File: config.mk
export PLATFORM = sky130hd
export DESIGN_NAME = rf_timing_timers
export DESIGN_NICKNAME = d
export VERILOG_FILES = /design/src/rtl/rf_timing_pkg.sv /design/src/rtl/rf_timing_timers.sv
export SDC_FILE = /design/constraint.sdc
export NUM_CORES = 1
export LEC_CHECK = 0
export ABC_CLOCK_PERIOD_IN_PS = 4390
export BUFFER_PORTS_ARGS = -buffer_cell sky130_fd_sc_hd__buf_2
export CORE_MARGIN = 1
export CORE_UTILIZATION = 64
export CTS_BUF_LIST = sky130_fd_sc_hd__clkbuf_4
export CTS_CLUSTER_DIAMETER = 200
export DETAILED_ROUTE_END_ITERATION = 10
export PLACE_DENSITY = 0.91
export SLEW_MARGIN = 20
export SYNTH_ARGS = -nofsm -noshare
export SYNTH_HDL_FRONTEND = slang
export SYNTH_SLANG_ARGS = --single-unit
File: constraint.sdc
create_clock -name mclk -period 4.39 [get_ports mclk]
set_input_delay 0 -clock mclk [delete_from_list [all_inputs] [get_ports mclk]]
set_output_delay 0 -clock mclk [all_outputs]
set_load 0.01 [all_outputs]
File: src/rtl/rf_timing_pkg.sv
// constants, types and helpers for the rf protocol timing timers
package rf_timing_pkg;

    // clock and step times
    localparam int CLK_PERIOD_PS = 25000;
    localparam int DELAY_STEP_NS = 590;
    localparam int PULSE_STEP_PS = 73700;
    localparam int SILENT_STEP_PS = 37760000;

    // least times round up to whole clock cycles
    function automatic int cycles_up(input int ps);
        return (ps + CLK_PERIOD_PS - 1) / CLK_PERIOD_PS;
    endfunction

    localparam int DELAY_STEP_CYC = cycles_up(DELAY_STEP_NS * 1000);
    localparam int PULSE_STEP_CYC = cycles_up(PULSE_STEP_PS);
    localparam int SILENT_STEP_CYC = cycles_up(SILENT_STEP_PS);

    // prescaler widths and terminal values
    localparam int DLY_PRE_W = $clog2(DELAY_STEP_CYC);
    localparam int SIL_PRE_W = $clog2(SILENT_STEP_CYC);
    localparam logic [DLY_PRE_W-1:0] DLY_PRE_LAST = DLY_PRE_W'(DELAY_STEP_CYC - 1);
    localparam logic [SIL_PRE_W-1:0] SIL_PRE_LAST = SIL_PRE_W'(SILENT_STEP_CYC - 1);
    localparam int LEN_W = 14;
    localparam int PULSE_W = 10;
    localparam logic [PULSE_W-1:0] PULSE_STEP_W = PULSE_W'(PULSE_STEP_CYC);

    // default modulation pulse widths per protocol
    localparam int PULSE_VIC_NS = 9440;
    localparam int PULSE_A106_NS = 2360;
    localparam int PULSE_A212_NS = 1400;
    localparam int PULSE_A424_NS = 737;
    localparam int PULSE_A848_NS = 442;

    // no-response presets, register value rounded to nearest step
    localparam int SIL_VIC_HI_US = 755;
    localparam int SIL_VIC_LO_US = 1812;
    localparam int SIL_OTHER_US = 529;
    function automatic logic [7:0] silent_steps(input int us);
        return 8'((us * 1000000 + SILENT_STEP_PS / 2) / SILENT_STEP_PS);
    endfunction

    // register offsets
    localparam logic [7:0] OFS_PROTO = 8'h01;
    localparam logic [7:0] OFS_DLY_HI = 8'h04;
    localparam logic [7:0] OFS_DLY_LO = 8'h05;
    localparam logic [7:0] OFS_PULSE = 8'h06;
    localparam logic [7:0] OFS_SILENT = 8'h07;

    // reset values
    localparam logic [7:0] PROTO_RST = 8'h00;
    localparam logic [7:0] DLY_HI_RST = 8'hC2;
    localparam logic [7:0] DLY_LO_RST = 8'h00;
    localparam logic [7:0] PULSE_RST = 8'h00;
    localparam logic [7:0] SILENT_RST = 8'h0E;

    // field positions
    localparam int ORIGIN_MSB = 7;
    localparam int ORIGIN_LSB = 6;
    localparam int DLY_HI_LEN_MSB = 5;
    localparam int PROTO_MSB = 2;

    typedef enum logic [1:0] {
        ORG_TX_SOF_BEGIN,
        ORG_TX_SOF_END,
        ORG_RX_SOF_BEGIN,
        ORG_RX_SOF_END
    } origin_e;

    typedef enum logic [2:0] {
        PROTO_VIC_HI,
        PROTO_VIC_LO,
        PROTO_A106,
        PROTO_A212,
        PROTO_A424,
        PROTO_A848,
        PROTO_OTHER
    } proto_e;

    typedef struct packed {
        logic [7:0] addr;
        logic [7:0] wdata;
        logic wr;
        logic rd;
    } reg_req_s;

    typedef struct packed {
        logic tx_sof_begin;
        logic tx_sof_end;
        logic rx_sof_begin;
        logic rx_sof_end;
        logic tx_eof_done;
        logic tx_complete;
        logic fifo_reset;
        logic mod_request;
    } frame_evt_s;

endpackage

File: src/rtl/rf_timing_timers.sv
// protocol timing timers: delayed transmission, pulse width, no-response
//
// Contract
// transmission starts after length times 590 ns
// zero length means no delay
// low length byte clears on reset sources
// zero override uses protocol pulse width
// nonzero override gives value times 73.7 ns
// protocol selection sets default pulse widths
// override register clears on reset sources
// timer spans slot start to reply start
// expiry raises interrupt and sets flag
// no-response value counts 37.76 us steps
// counting starts when own EOF completes
// no-response interrupt only in vicinity protocol
// protocol selection presets no-response time
// no-response register resets to 0x0E
// buffer reset after tx complete cancels detection
// upper six length bits in high byte
// two-bit field selects delay start point
// high byte resets to 0xC2
// steps from integer division; values apply next frame
// reply start stops timer without interrupt
`timescale 1ns/1ps

module rf_timing_timers
    import rf_timing_pkg::*;
(
    input wire logic mclk,
    input wire logic sys_rst,
    input wire logic en_pin,
    input wire reg_req_s bus,
    output logic [7:0] reg_rdata,
    input wire frame_evt_s evt,
    input wire logic flag_clear,
    output logic tx_start,
    output logic mod_pulse,
    output logic silent_irq,
    output logic silent_flag
);

    typedef enum logic {DLY_IDLE, DLY_RUN} dly_state_e;
    typedef enum logic {SIL_IDLE, SIL_RUN} sil_state_e;

    // decode the written protocol code, unknown codes fall to other
    function automatic proto_e decode_proto(input logic [PROTO_MSB:0] code);
        case (code)
            3'h0: return PROTO_VIC_HI;
            3'h1: return PROTO_VIC_LO;
            3'h2: return PROTO_A106;
            3'h3: return PROTO_A212;
            3'h4: return PROTO_A424;
            3'h5: return PROTO_A848;
            default: return PROTO_OTHER;
        endcase
    endfunction

    // protocol default pulse width in clock cycles
    function automatic logic [PULSE_W-1:0] pulse_default(input proto_e p);
        case (p)
            PROTO_VIC_HI, PROTO_VIC_LO: return PULSE_W'(cycles_up(PULSE_VIC_NS * 1000));
            PROTO_A212: return PULSE_W'(cycles_up(PULSE_A212_NS * 1000));
            PROTO_A424: return PULSE_W'(cycles_up(PULSE_A424_NS * 1000));
            PROTO_A848: return PULSE_W'(cycles_up(PULSE_A848_NS * 1000));
            default: return PULSE_W'(cycles_up(PULSE_A106_NS * 1000));
        endcase
    endfunction

    // no-response preset per protocol
    function automatic logic [7:0] silent_preset(input proto_e p);
        case (p)
            PROTO_VIC_HI: return silent_steps(SIL_VIC_HI_US);
            PROTO_VIC_LO: return silent_steps(SIL_VIC_LO_US);
            default: return silent_steps(SIL_OTHER_US);
        endcase
    endfunction

    logic [2:0] en_sync_r;
    logic en_level_r;
    proto_e proto_r;
    logic [7:0] dly_hi_r;
    logic [7:0] dly_lo_r;
    logic [7:0] pulse_r;
    logic [7:0] silent_r;
    logic [7:0] reg_rdata_r;
    logic proto_wr;
    logic wr_ok;
    logic hold_default;
    logic [LEN_W-1:0] delay_count;
    origin_e delay_origin;
    logic origin_hit;

    // enable pin: three stages, level changes once stages two and three agree
    always_ff @(posedge mclk or posedge sys_rst)
    begin
        if (sys_rst)
            en_sync_r <= 3'h0;
        else
            en_sync_r <= {en_sync_r[1:0], en_pin};
    end

    always_ff @(posedge mclk or posedge sys_rst)
    begin
        if (sys_rst)
            en_level_r <= 1'b0;
        else if (en_sync_r[1] == en_sync_r[2])
            en_level_r <= en_sync_r[2];
    end

    // writes other than the protocol register are dropped while the enable is low since defaults are forced then
    assign proto_wr = bus.wr && bus.addr == OFS_PROTO;
    assign wr_ok = bus.wr && en_level_r;
    assign hold_default = !en_level_r;

    // protocol selection register
    always_ff @(posedge mclk or posedge sys_rst)
    begin
        if (sys_rst)
            proto_r <= decode_proto(PROTO_RST[PROTO_MSB:0]);
        else if (proto_wr)
            proto_r <= decode_proto(bus.wdata[PROTO_MSB:0]);
    end

    // delay high byte: start origin and upper length bits
    always_ff @(posedge mclk or posedge sys_rst)
    begin
        if (sys_rst)
            dly_hi_r <= DLY_HI_RST;
        else if (hold_default || proto_wr)
            dly_hi_r <= DLY_HI_RST;
        else if (wr_ok && bus.addr == OFS_DLY_HI)
            dly_hi_r <= bus.wdata;
    end

    // delay low byte
    always_ff @(posedge mclk or posedge sys_rst)
    begin
        if (sys_rst)
            dly_lo_r <= DLY_LO_RST;
        else if (hold_default || proto_wr)
            dly_lo_r <= DLY_LO_RST;
        else if (wr_ok && bus.addr == OFS_DLY_LO)
            dly_lo_r <= bus.wdata;
    end

    // pulse width override
    always_ff @(posedge mclk or posedge sys_rst)
    begin
        if (sys_rst)
            pulse_r <= PULSE_RST;
        else if (hold_default || proto_wr)
            pulse_r <= PULSE_RST;
        else if (wr_ok && bus.addr == OFS_PULSE)
            pulse_r <= bus.wdata;
    end

    // no-response time: fixed default when disabled, protocol preset on selection
    always_ff @(posedge mclk or posedge sys_rst)
    begin
        if (sys_rst)
            silent_r <= SILENT_RST;
        else if (hold_default)
            silent_r <= SILENT_RST;
        else if (proto_wr)
            silent_r <= silent_preset(decode_proto(bus.wdata[PROTO_MSB:0]));
        else if (wr_ok && bus.addr == OFS_SILENT)
            silent_r <= bus.wdata;
    end

    // read port, data valid the cycle after the strobe, zero elsewhere
    always_ff @(posedge mclk or posedge sys_rst)
    begin
        if (sys_rst)
            reg_rdata_r <= 8'h00;
        else if (!bus.rd)
            reg_rdata_r <= 8'h00;
        else if (bus.addr == OFS_PROTO)
            reg_rdata_r <= {{(7 - PROTO_MSB){1'b0}}, proto_r};
        else if (bus.addr == OFS_DLY_HI)
            reg_rdata_r <= dly_hi_r;
        else if (bus.addr == OFS_DLY_LO)
            reg_rdata_r <= dly_lo_r;
        else if (bus.addr == OFS_PULSE)
            reg_rdata_r <= pulse_r;
        else if (bus.addr == OFS_SILENT)
            reg_rdata_r <= silent_r;
        else
            reg_rdata_r <= 8'h00;
    end

    assign reg_rdata = reg_rdata_r;

    // delayed transmission timer
    dly_state_e dly_state_r;
    logic [DLY_PRE_W-1:0] dly_pre_r;
    logic [LEN_W-1:0] dly_step_r;
    logic [LEN_W-1:0] dly_len_r;
    logic tx_start_r;

    assign delay_count = {dly_hi_r[DLY_HI_LEN_MSB:0], dly_lo_r};
    assign delay_origin = origin_e'(dly_hi_r[ORIGIN_MSB:ORIGIN_LSB]);

    // pick the frame event that starts the delay
    always_comb
    begin
        case (delay_origin)
            ORG_TX_SOF_BEGIN: origin_hit = evt.tx_sof_begin;
            ORG_TX_SOF_END: origin_hit = evt.tx_sof_end;
            ORG_RX_SOF_BEGIN: origin_hit = evt.rx_sof_begin;
            default: origin_hit = evt.rx_sof_end;
        endcase
    end

    // length is latched at the origin so a later write waits for the next frame
    always_ff @(posedge mclk or posedge sys_rst)
    begin
        if (sys_rst)
        begin
            dly_state_r <= DLY_IDLE;
            dly_pre_r <= '0;
            dly_step_r <= '0;
            dly_len_r <= '0;
            tx_start_r <= 1'b0;
        end
        else
        begin
            tx_start_r <= 1'b0;
            case (dly_state_r)
                DLY_IDLE:
                begin
                    dly_pre_r <= '0;
                    dly_step_r <= '0;
                    if (origin_hit && !hold_default)
                    begin
                        dly_len_r <= delay_count;
                        if (delay_count == '0)
                            tx_start_r <= 1'b1;
                        else
                            dly_state_r <= DLY_RUN;
                    end
                end
                DLY_RUN:
                begin
                    if (hold_default || proto_wr)
                        dly_state_r <= DLY_IDLE;
                    else if (dly_pre_r == DLY_PRE_LAST)
                    begin
                        dly_pre_r <= '0;
                        if (dly_step_r == dly_len_r - LEN_W'(1))
                        begin
                            tx_start_r <= 1'b1;
                            dly_state_r <= DLY_IDLE;
                        end
                        else
                            dly_step_r <= dly_step_r + LEN_W'(1);
                    end
                    else
                        dly_pre_r <= dly_pre_r + DLY_PRE_W'(1);
                end
                default: dly_state_r <= DLY_IDLE;
            endcase
        end
    end

    assign tx_start = tx_start_r;

    // modulation pulse generator; width fixed when the pulse starts
    logic [PULSE_W-1:0] pulse_cnt_r;
    logic mod_pulse_r;
    logic [PULSE_W-1:0] pulse_width;

    assign pulse_width = (pulse_r != 8'h00)
        ? PULSE_W'(pulse_r) * PULSE_STEP_W
        : pulse_default(proto_r);

    always_ff @(posedge mclk or posedge sys_rst)
    begin
        if (sys_rst)
        begin
            pulse_cnt_r <= '0;
            mod_pulse_r <= 1'b0;
        end
        else if (hold_default)
        begin
            pulse_cnt_r <= '0;
            mod_pulse_r <= 1'b0;
        end
        else if (!mod_pulse_r && evt.mod_request)
        begin
            pulse_cnt_r <= pulse_width - PULSE_W'(1);
            mod_pulse_r <= 1'b1;
        end
        else if (mod_pulse_r)
        begin
            if (pulse_cnt_r == '0)
                mod_pulse_r <= 1'b0;
            else
                pulse_cnt_r <= pulse_cnt_r - PULSE_W'(1);
        end
    end

    assign mod_pulse = mod_pulse_r;

    // no-response timer for empty anticollision slots
    sil_state_e sil_state_r;
    logic [SIL_PRE_W-1:0] sil_pre_r;
    logic [7:0] sil_step_r;
    logic [7:0] sil_len_r;
    logic txc_seen_r;
    logic silent_irq_r;
    logic silent_flag_r;
    logic vicinity;
    logic sil_expire;

    assign vicinity = proto_r == PROTO_VIC_HI || proto_r == PROTO_VIC_LO;
    assign sil_expire = sil_state_r == SIL_RUN && sil_pre_r == SIL_PRE_LAST
        && sil_step_r == sil_len_r - 8'h01 && !evt.rx_sof_begin;

    // zero setting is outside the valid range, so no detection is armed
    always_ff @(posedge mclk or posedge sys_rst)
    begin
        if (sys_rst)
        begin
            sil_state_r <= SIL_IDLE;
            sil_pre_r <= '0;
            sil_step_r <= 8'h00;
            sil_len_r <= 8'h00;
            txc_seen_r <= 1'b0;
        end
        else
        begin
            case (sil_state_r)
                SIL_IDLE:
                begin
                    sil_pre_r <= '0;
                    sil_step_r <= 8'h00;
                    txc_seen_r <= 1'b0;
                    if (evt.tx_eof_done && vicinity && silent_r != 8'h00 && !hold_default)
                    begin
                        sil_len_r <= silent_r;
                        sil_state_r <= SIL_RUN;
                    end
                end
                SIL_RUN:
                begin
                    if (evt.tx_complete)
                        txc_seen_r <= 1'b1;
                    if (evt.rx_sof_begin)
                        sil_state_r <= SIL_IDLE;
                    else if (evt.fifo_reset && txc_seen_r)
                        sil_state_r <= SIL_IDLE;
                    else if (hold_default || proto_wr || !vicinity)
                        sil_state_r <= SIL_IDLE;
                    else if (sil_expire)
                        sil_state_r <= SIL_IDLE;
                    else if (sil_pre_r == SIL_PRE_LAST)
                    begin
                        sil_pre_r <= '0;
                        sil_step_r <= sil_step_r + 8'h01;
                    end
                    else
                        sil_pre_r <= sil_pre_r + SIL_PRE_W'(1);
                end
                default: sil_state_r <= SIL_IDLE;
            endcase
        end
    end

    // expiry is qualified by the same cancel terms as the state update
    logic sil_fire;
    assign sil_fire = sil_expire && !(evt.fifo_reset && txc_seen_r)
        && !hold_default && !proto_wr && vicinity;

    // one-cycle interrupt request on an empty slot
    always_ff @(posedge mclk or posedge sys_rst)
    begin
        if (sys_rst)
            silent_irq_r <= 1'b0;
        else
            silent_irq_r <= sil_fire;
    end

    // sticky flag, a new expiry wins over a clear in the same cycle
    always_ff @(posedge mclk or posedge sys_rst)
    begin
        if (sys_rst)
            silent_flag_r <= 1'b0;
        else if (sil_fire)
            silent_flag_r <= 1'b1;
        else if (flag_clear)
            silent_flag_r <= 1'b0;
    end

    assign silent_irq = silent_irq_r;
    assign silent_flag = silent_flag_r;

endmodule // rf_timing_timers

==> summary.md <==
| Metric | Value |
|---|---|
| Result of the run | completed |
| Reg2reg end | pulse_cnt_r[9] |
| Crit path cell chain | dlygate4sd3_1 -> buf_2 -> or4_1 -> dlygate4sd3_1 -> nor4_4 -> nor2_1 -> buf_4 -> and3_1 -> o2bb2ai_2 -> nand2b_1 -> o31ai_1 -> a21oi_1 |
| Num CTS Buffers | 17 |
| Int Power | 1.68 mW |
| Final net count | between 800 and 900 |
| Sum of negative setup slack | 0 ps |
| Startpoint of the most critical hold path | en_pin |
| Detailed-router iteration count before antenna repair | 5 |
| Worst EP arrival | around 4000 ps |
| Hold endpoint | en_sync_r[0] |
| Total I/O pin count | 42 |
| Relative area change from synthesis to final layout | 11.0% |
| Post-synthesis cell area | between 0.007 and 0.008 mm^2 |
| Final Hold Vio Count | 0 |
| Worst setup EP type | flip-flop |
| Post-synthesis adder-cell area fraction | 3.84% |
| Number of flops mapped to enable cells by yosys | 0 |
| Dpl hpwl | 12600 um |
| Class of the worst hold path | in2reg |
| Buffers and inverters on the worst path | 4 |
| Sort of element at the start of the critical path | input pin |
| Number of cells produced by synthesis | 782 |
| Buffers inserted by post-CTS timing repair | 0 |
| Core Box Area | 0.0110 mm^2 |
| Part of the total power dissipated in the clock network | 31.7% |
| Post-synthesis xor/xnor area fraction | 4.80% |
| Part of the total power dissipated in sequential elements | between 50% and 60% |
| Net switching power | between 0.7 and 0.8 mW |
| Die outline area | 0.0118 mm^2 |
| Flops & latches, synth | 124 |
| Synth Area in Simple Gates | 23.4% |
| Library cells used by synthesis | between 70 and 80 |
| Max Freq | 291 MHz |
| TritonCTS clock tree | yes |
| Worst-case clock skew | between 20 and 30 ps |
| Share of synthesized area spent on multiplexers | about 8.3% |
| Vias in the first global route | between 6000 and 7000 |
| Final core occ | 73.8% |
| Starting density of the core | 66.5% |
| Pwr/cell area | 301 mW/mm^2 |
| Storage element area | 0.00311 mm^2 |
| Gr busiest metal | met2 |
| Count of unresolved DRC violations after routing | 0 |
| Required @ worst endpoint | 4860 ps |
| Number of inserted filler cells in the final layout | 711 |
| Port Buffers | 41 |
| Setup repair after global routing missed its margin | no |
| Worst Slack Setup Final | about 960 ps |
| Period utilization | 78.2% |
| Initial antenna violation count | 0 |
| Detailed router's first-iteration violation count | 798 |
| Combinational cell fraction of total power | between 10% and 20% |
| Top Family by Delay on Critical Path | simple AND/OR/NAND/NOR gates |
| Clk pin slew, worst setup/hold paths | 110 ps |
| Gp weighted congestion | 0.963 |
| Min Tclk post-route | 3430 ps |
| CP max-delay cell | sky130_fd_sc_hd__dlygate4sd3_1 |
| Instance count along the most critical hold path | 2 |
| Area fraction in compound gates after synthesis | 13.8% |
| Worst IR Drop VDD | 0.285 mV |
| Die height | ~110 um |
| Die Span X | around 110 um |
| Post-cts hold buffer count | 25 |
| Global routing met2 resource utilization | between 50% and 60% |
| Number of standard-cell rows in the floorplan | 38 |
| DR vias | 6482 |
| Met3 track demand over resource | 8.73% |
| Proportion of layout cells with a drive suffix above 1 | ~14% |
| Dominant register cell in the synthesized netlist | sky130_fd_sc_hd__dfrtp_1 |
| Max-capacitance violation count | 0 |
| Gr usage total | 34.2% |
| Critical path fanouts, max | 19 |
| Final count of negative-setup-slack endpoints | 0 |
| Deepest level of the CTS H-tree | 4 |
| Main combinational cell family by area after synthesis | simple AND/OR/NAND/NOR gates |
| Relative slew slack | 33.8% |
| Post-synthesis average cell area | 9.34 um^2 |
| Switching part of the total power | 31.2% |
| Crit path top cell by count | sky130_fd_sc_hd__dlygate4sd3_1 |
| Clock Latency Late Sink | 560 ps |
| Most frequent standard cell in the layout excluding fill and tap cells | sky130_fd_sc_hd__dfrtp_1 |
| Reported leakage power | between 3 and 4 nW |
| Number of diodes | 0 |
| Transition time of the tightest slew-check pin | slightly below 1000 ps |
| Post-cts sizing count | 0 |
| Global Route met1 Usage | between 30% and 40% |
| Residual antenna-violating net count after detailed routing | 0 |
| Reg-to-reg slack, setup | 1190 ps |
| Kind of critical path | in2reg |
| Area of the multi-input gates | 0.00395 mm^2 |
| Via/cell ratio | 6.55 |
| DR WL/cell | between 15 and 20 um |
| Number of max-slew violations in the final report | 0 |
| Crit path largest cell delay | 620 ps |
| R2r worst-path depth | 10 |
| Total routed wirelength | 19000 um |
| Total grt overflow | 0 |
| Sequential share of the synthesized area | a little over two fifths |
| Total of warnings raised by yosys | 0 |
| Clock net sink count | 124 |
| Root buffer cell | sky130_fd_sc_hd__clkbuf_4 |
| Global-route wire length before repair | 30700 um |
| Leading cell types in the layout, fill and taps excluded | sky130_fd_sc_hd__dfrtp_1, sky130_fd_sc_hd__nand2_1, sky130_fd_sc_hd__nor2_1 |
| Largest net degree at the start of global routing | 76 |
| Post-placement worst setup slack | between 1000 and 1500 ps |
| Startpoint of the lowest-slack register-to-register path | pulse_r[6] |
| Max Root-Sink Buffers | 2 |
| Proportion of register bits with asynchronous set or reset after synthesis | 100% |
| Synthesized netlist net count | approximately 830 |
==> routing by layer <==
layer,vias up,routed length (um)
li1,2934,-
met1,3121,7310
met2,320,9240
met3,107,1300
met4,0,1180
met5,-,0
==> worst max path at each step <==
stage,start,to,slack [ps],cells after the start
2_1_floorplan,sys_rst,dly_hi_r[0],1100,1
3_3_place_gp,bus[15],sil_step_r[7],1360,10
3_5_place_dp,bus[15],sil_step_r[7],1260,10
4_1_cts,bus[15],sil_step_r[7],680,12
5_1_grt,bus[15],sil_step_r[7],690,12
6_report,bus[15],sil_step_r[7],960,12
==> registers in the layout, indices dropped and copies added (netlist names) <==
name and flops:
sil_pre_r 11, reg_rdata 8, dly_lo_r 8, silent_irq 1, mod_pulse 1, silent_r 8, silent_flag 1, tx_start 1
sil_len_r 8, en_level_r 1, dly_len_r 14, sil_state_r 1, dly_pre_r 5, sil_step_r 8, pulse_r 8, en_sync_r 3
pulse_cnt_r 10, dly_step_r 14, proto_r 3, txc_seen_r 1, dly_state_r 1, dly_hi_r 8
==> synth_stat cells, drive strengths merged, types with 5 or more instances <==
library cell	number	area [um^2]
a211oi	12	90.1
a21oi	24	120
a31oi	7	43.8
and2	7	43.8
and3	17	111
clkbuf	30	114
dfrtp	118	2950
dfstp	6	158
ha	20	250
inv	28	105
mux2	11	124
mux2i	30	300
mux4	8	180
nand2	88	330
nand2b	16	100
nand3	28	140
nand4	10	62.6
nor2	79	299
nor2b	8	50.1
nor3	22	110
nor4	16	130
o2111ai	5	50.0
o21ai	47	239
o31ai	13	97.6
or2	5	31.3
or3	7	43.8
or4	10	75.1
xnor2	17	149
xor2	23	201
==> final cells by class <==
type / instances / area share [%]
clock buffers: 18 / 1.67
repair buffers: 70 / 5.99
flip-flops and latches: 124 / 38.4
well taps: 140 / 2.16
clock inverters: 14 / 1.59
inverters: 31 / 1.47
multi-input cells: 593 / 48.8
==> power groups by stage <==
| stage | clock [mW] | sequential [mW] | combinational [mW] |
|---|---|---|---|
| 6_report | 0.774 | 1.25 | 0.413 |
| 5_1_grt | 0.829 | 1.26 | 0.453 |
| 4_1_cts | 0.774 | 1.25 | 0.402 |
| 3_5_place_dp | 0 | 1.27 | 0.381 |
| 3_3_place_gp | 0 | 1.27 | 0.368 |
| 2_1_floorplan | 0 | 1.25 | 0.301 |
==> logic make-up (layout without fill, tap and decap cells) <==
kind of cell,after synthesis,in the layout
and+or+nand+nor,333,333
AOI/OAI and AO/OA,149,149
DFF,124,124
buffers and inverters,65,133
muxes,49,49
xor gates and xnor gates,40,40
adders and majority gates,22,22
==> through the flow <==
| stage | area, um^2 | power, mW | hold WS [ps] | instances |
|---|---|---|---|---|
| detailed placement | 7590 | 1.65 | 109 | 933 |
| floorplan | 7300 | 1.55 | 31.4 | 782 |
| finish | 8110 | 2.44 | 82.4 | 990 |
| CTS | 8100 | 2.42 | 29.8 | 990 |
| global route | 8110 | 2.54 | 55.1 | 990 |
| global placement | 7590 | 1.63 | 108 | 933 |
Note: power is estimated with default switching activity, not from simulation.
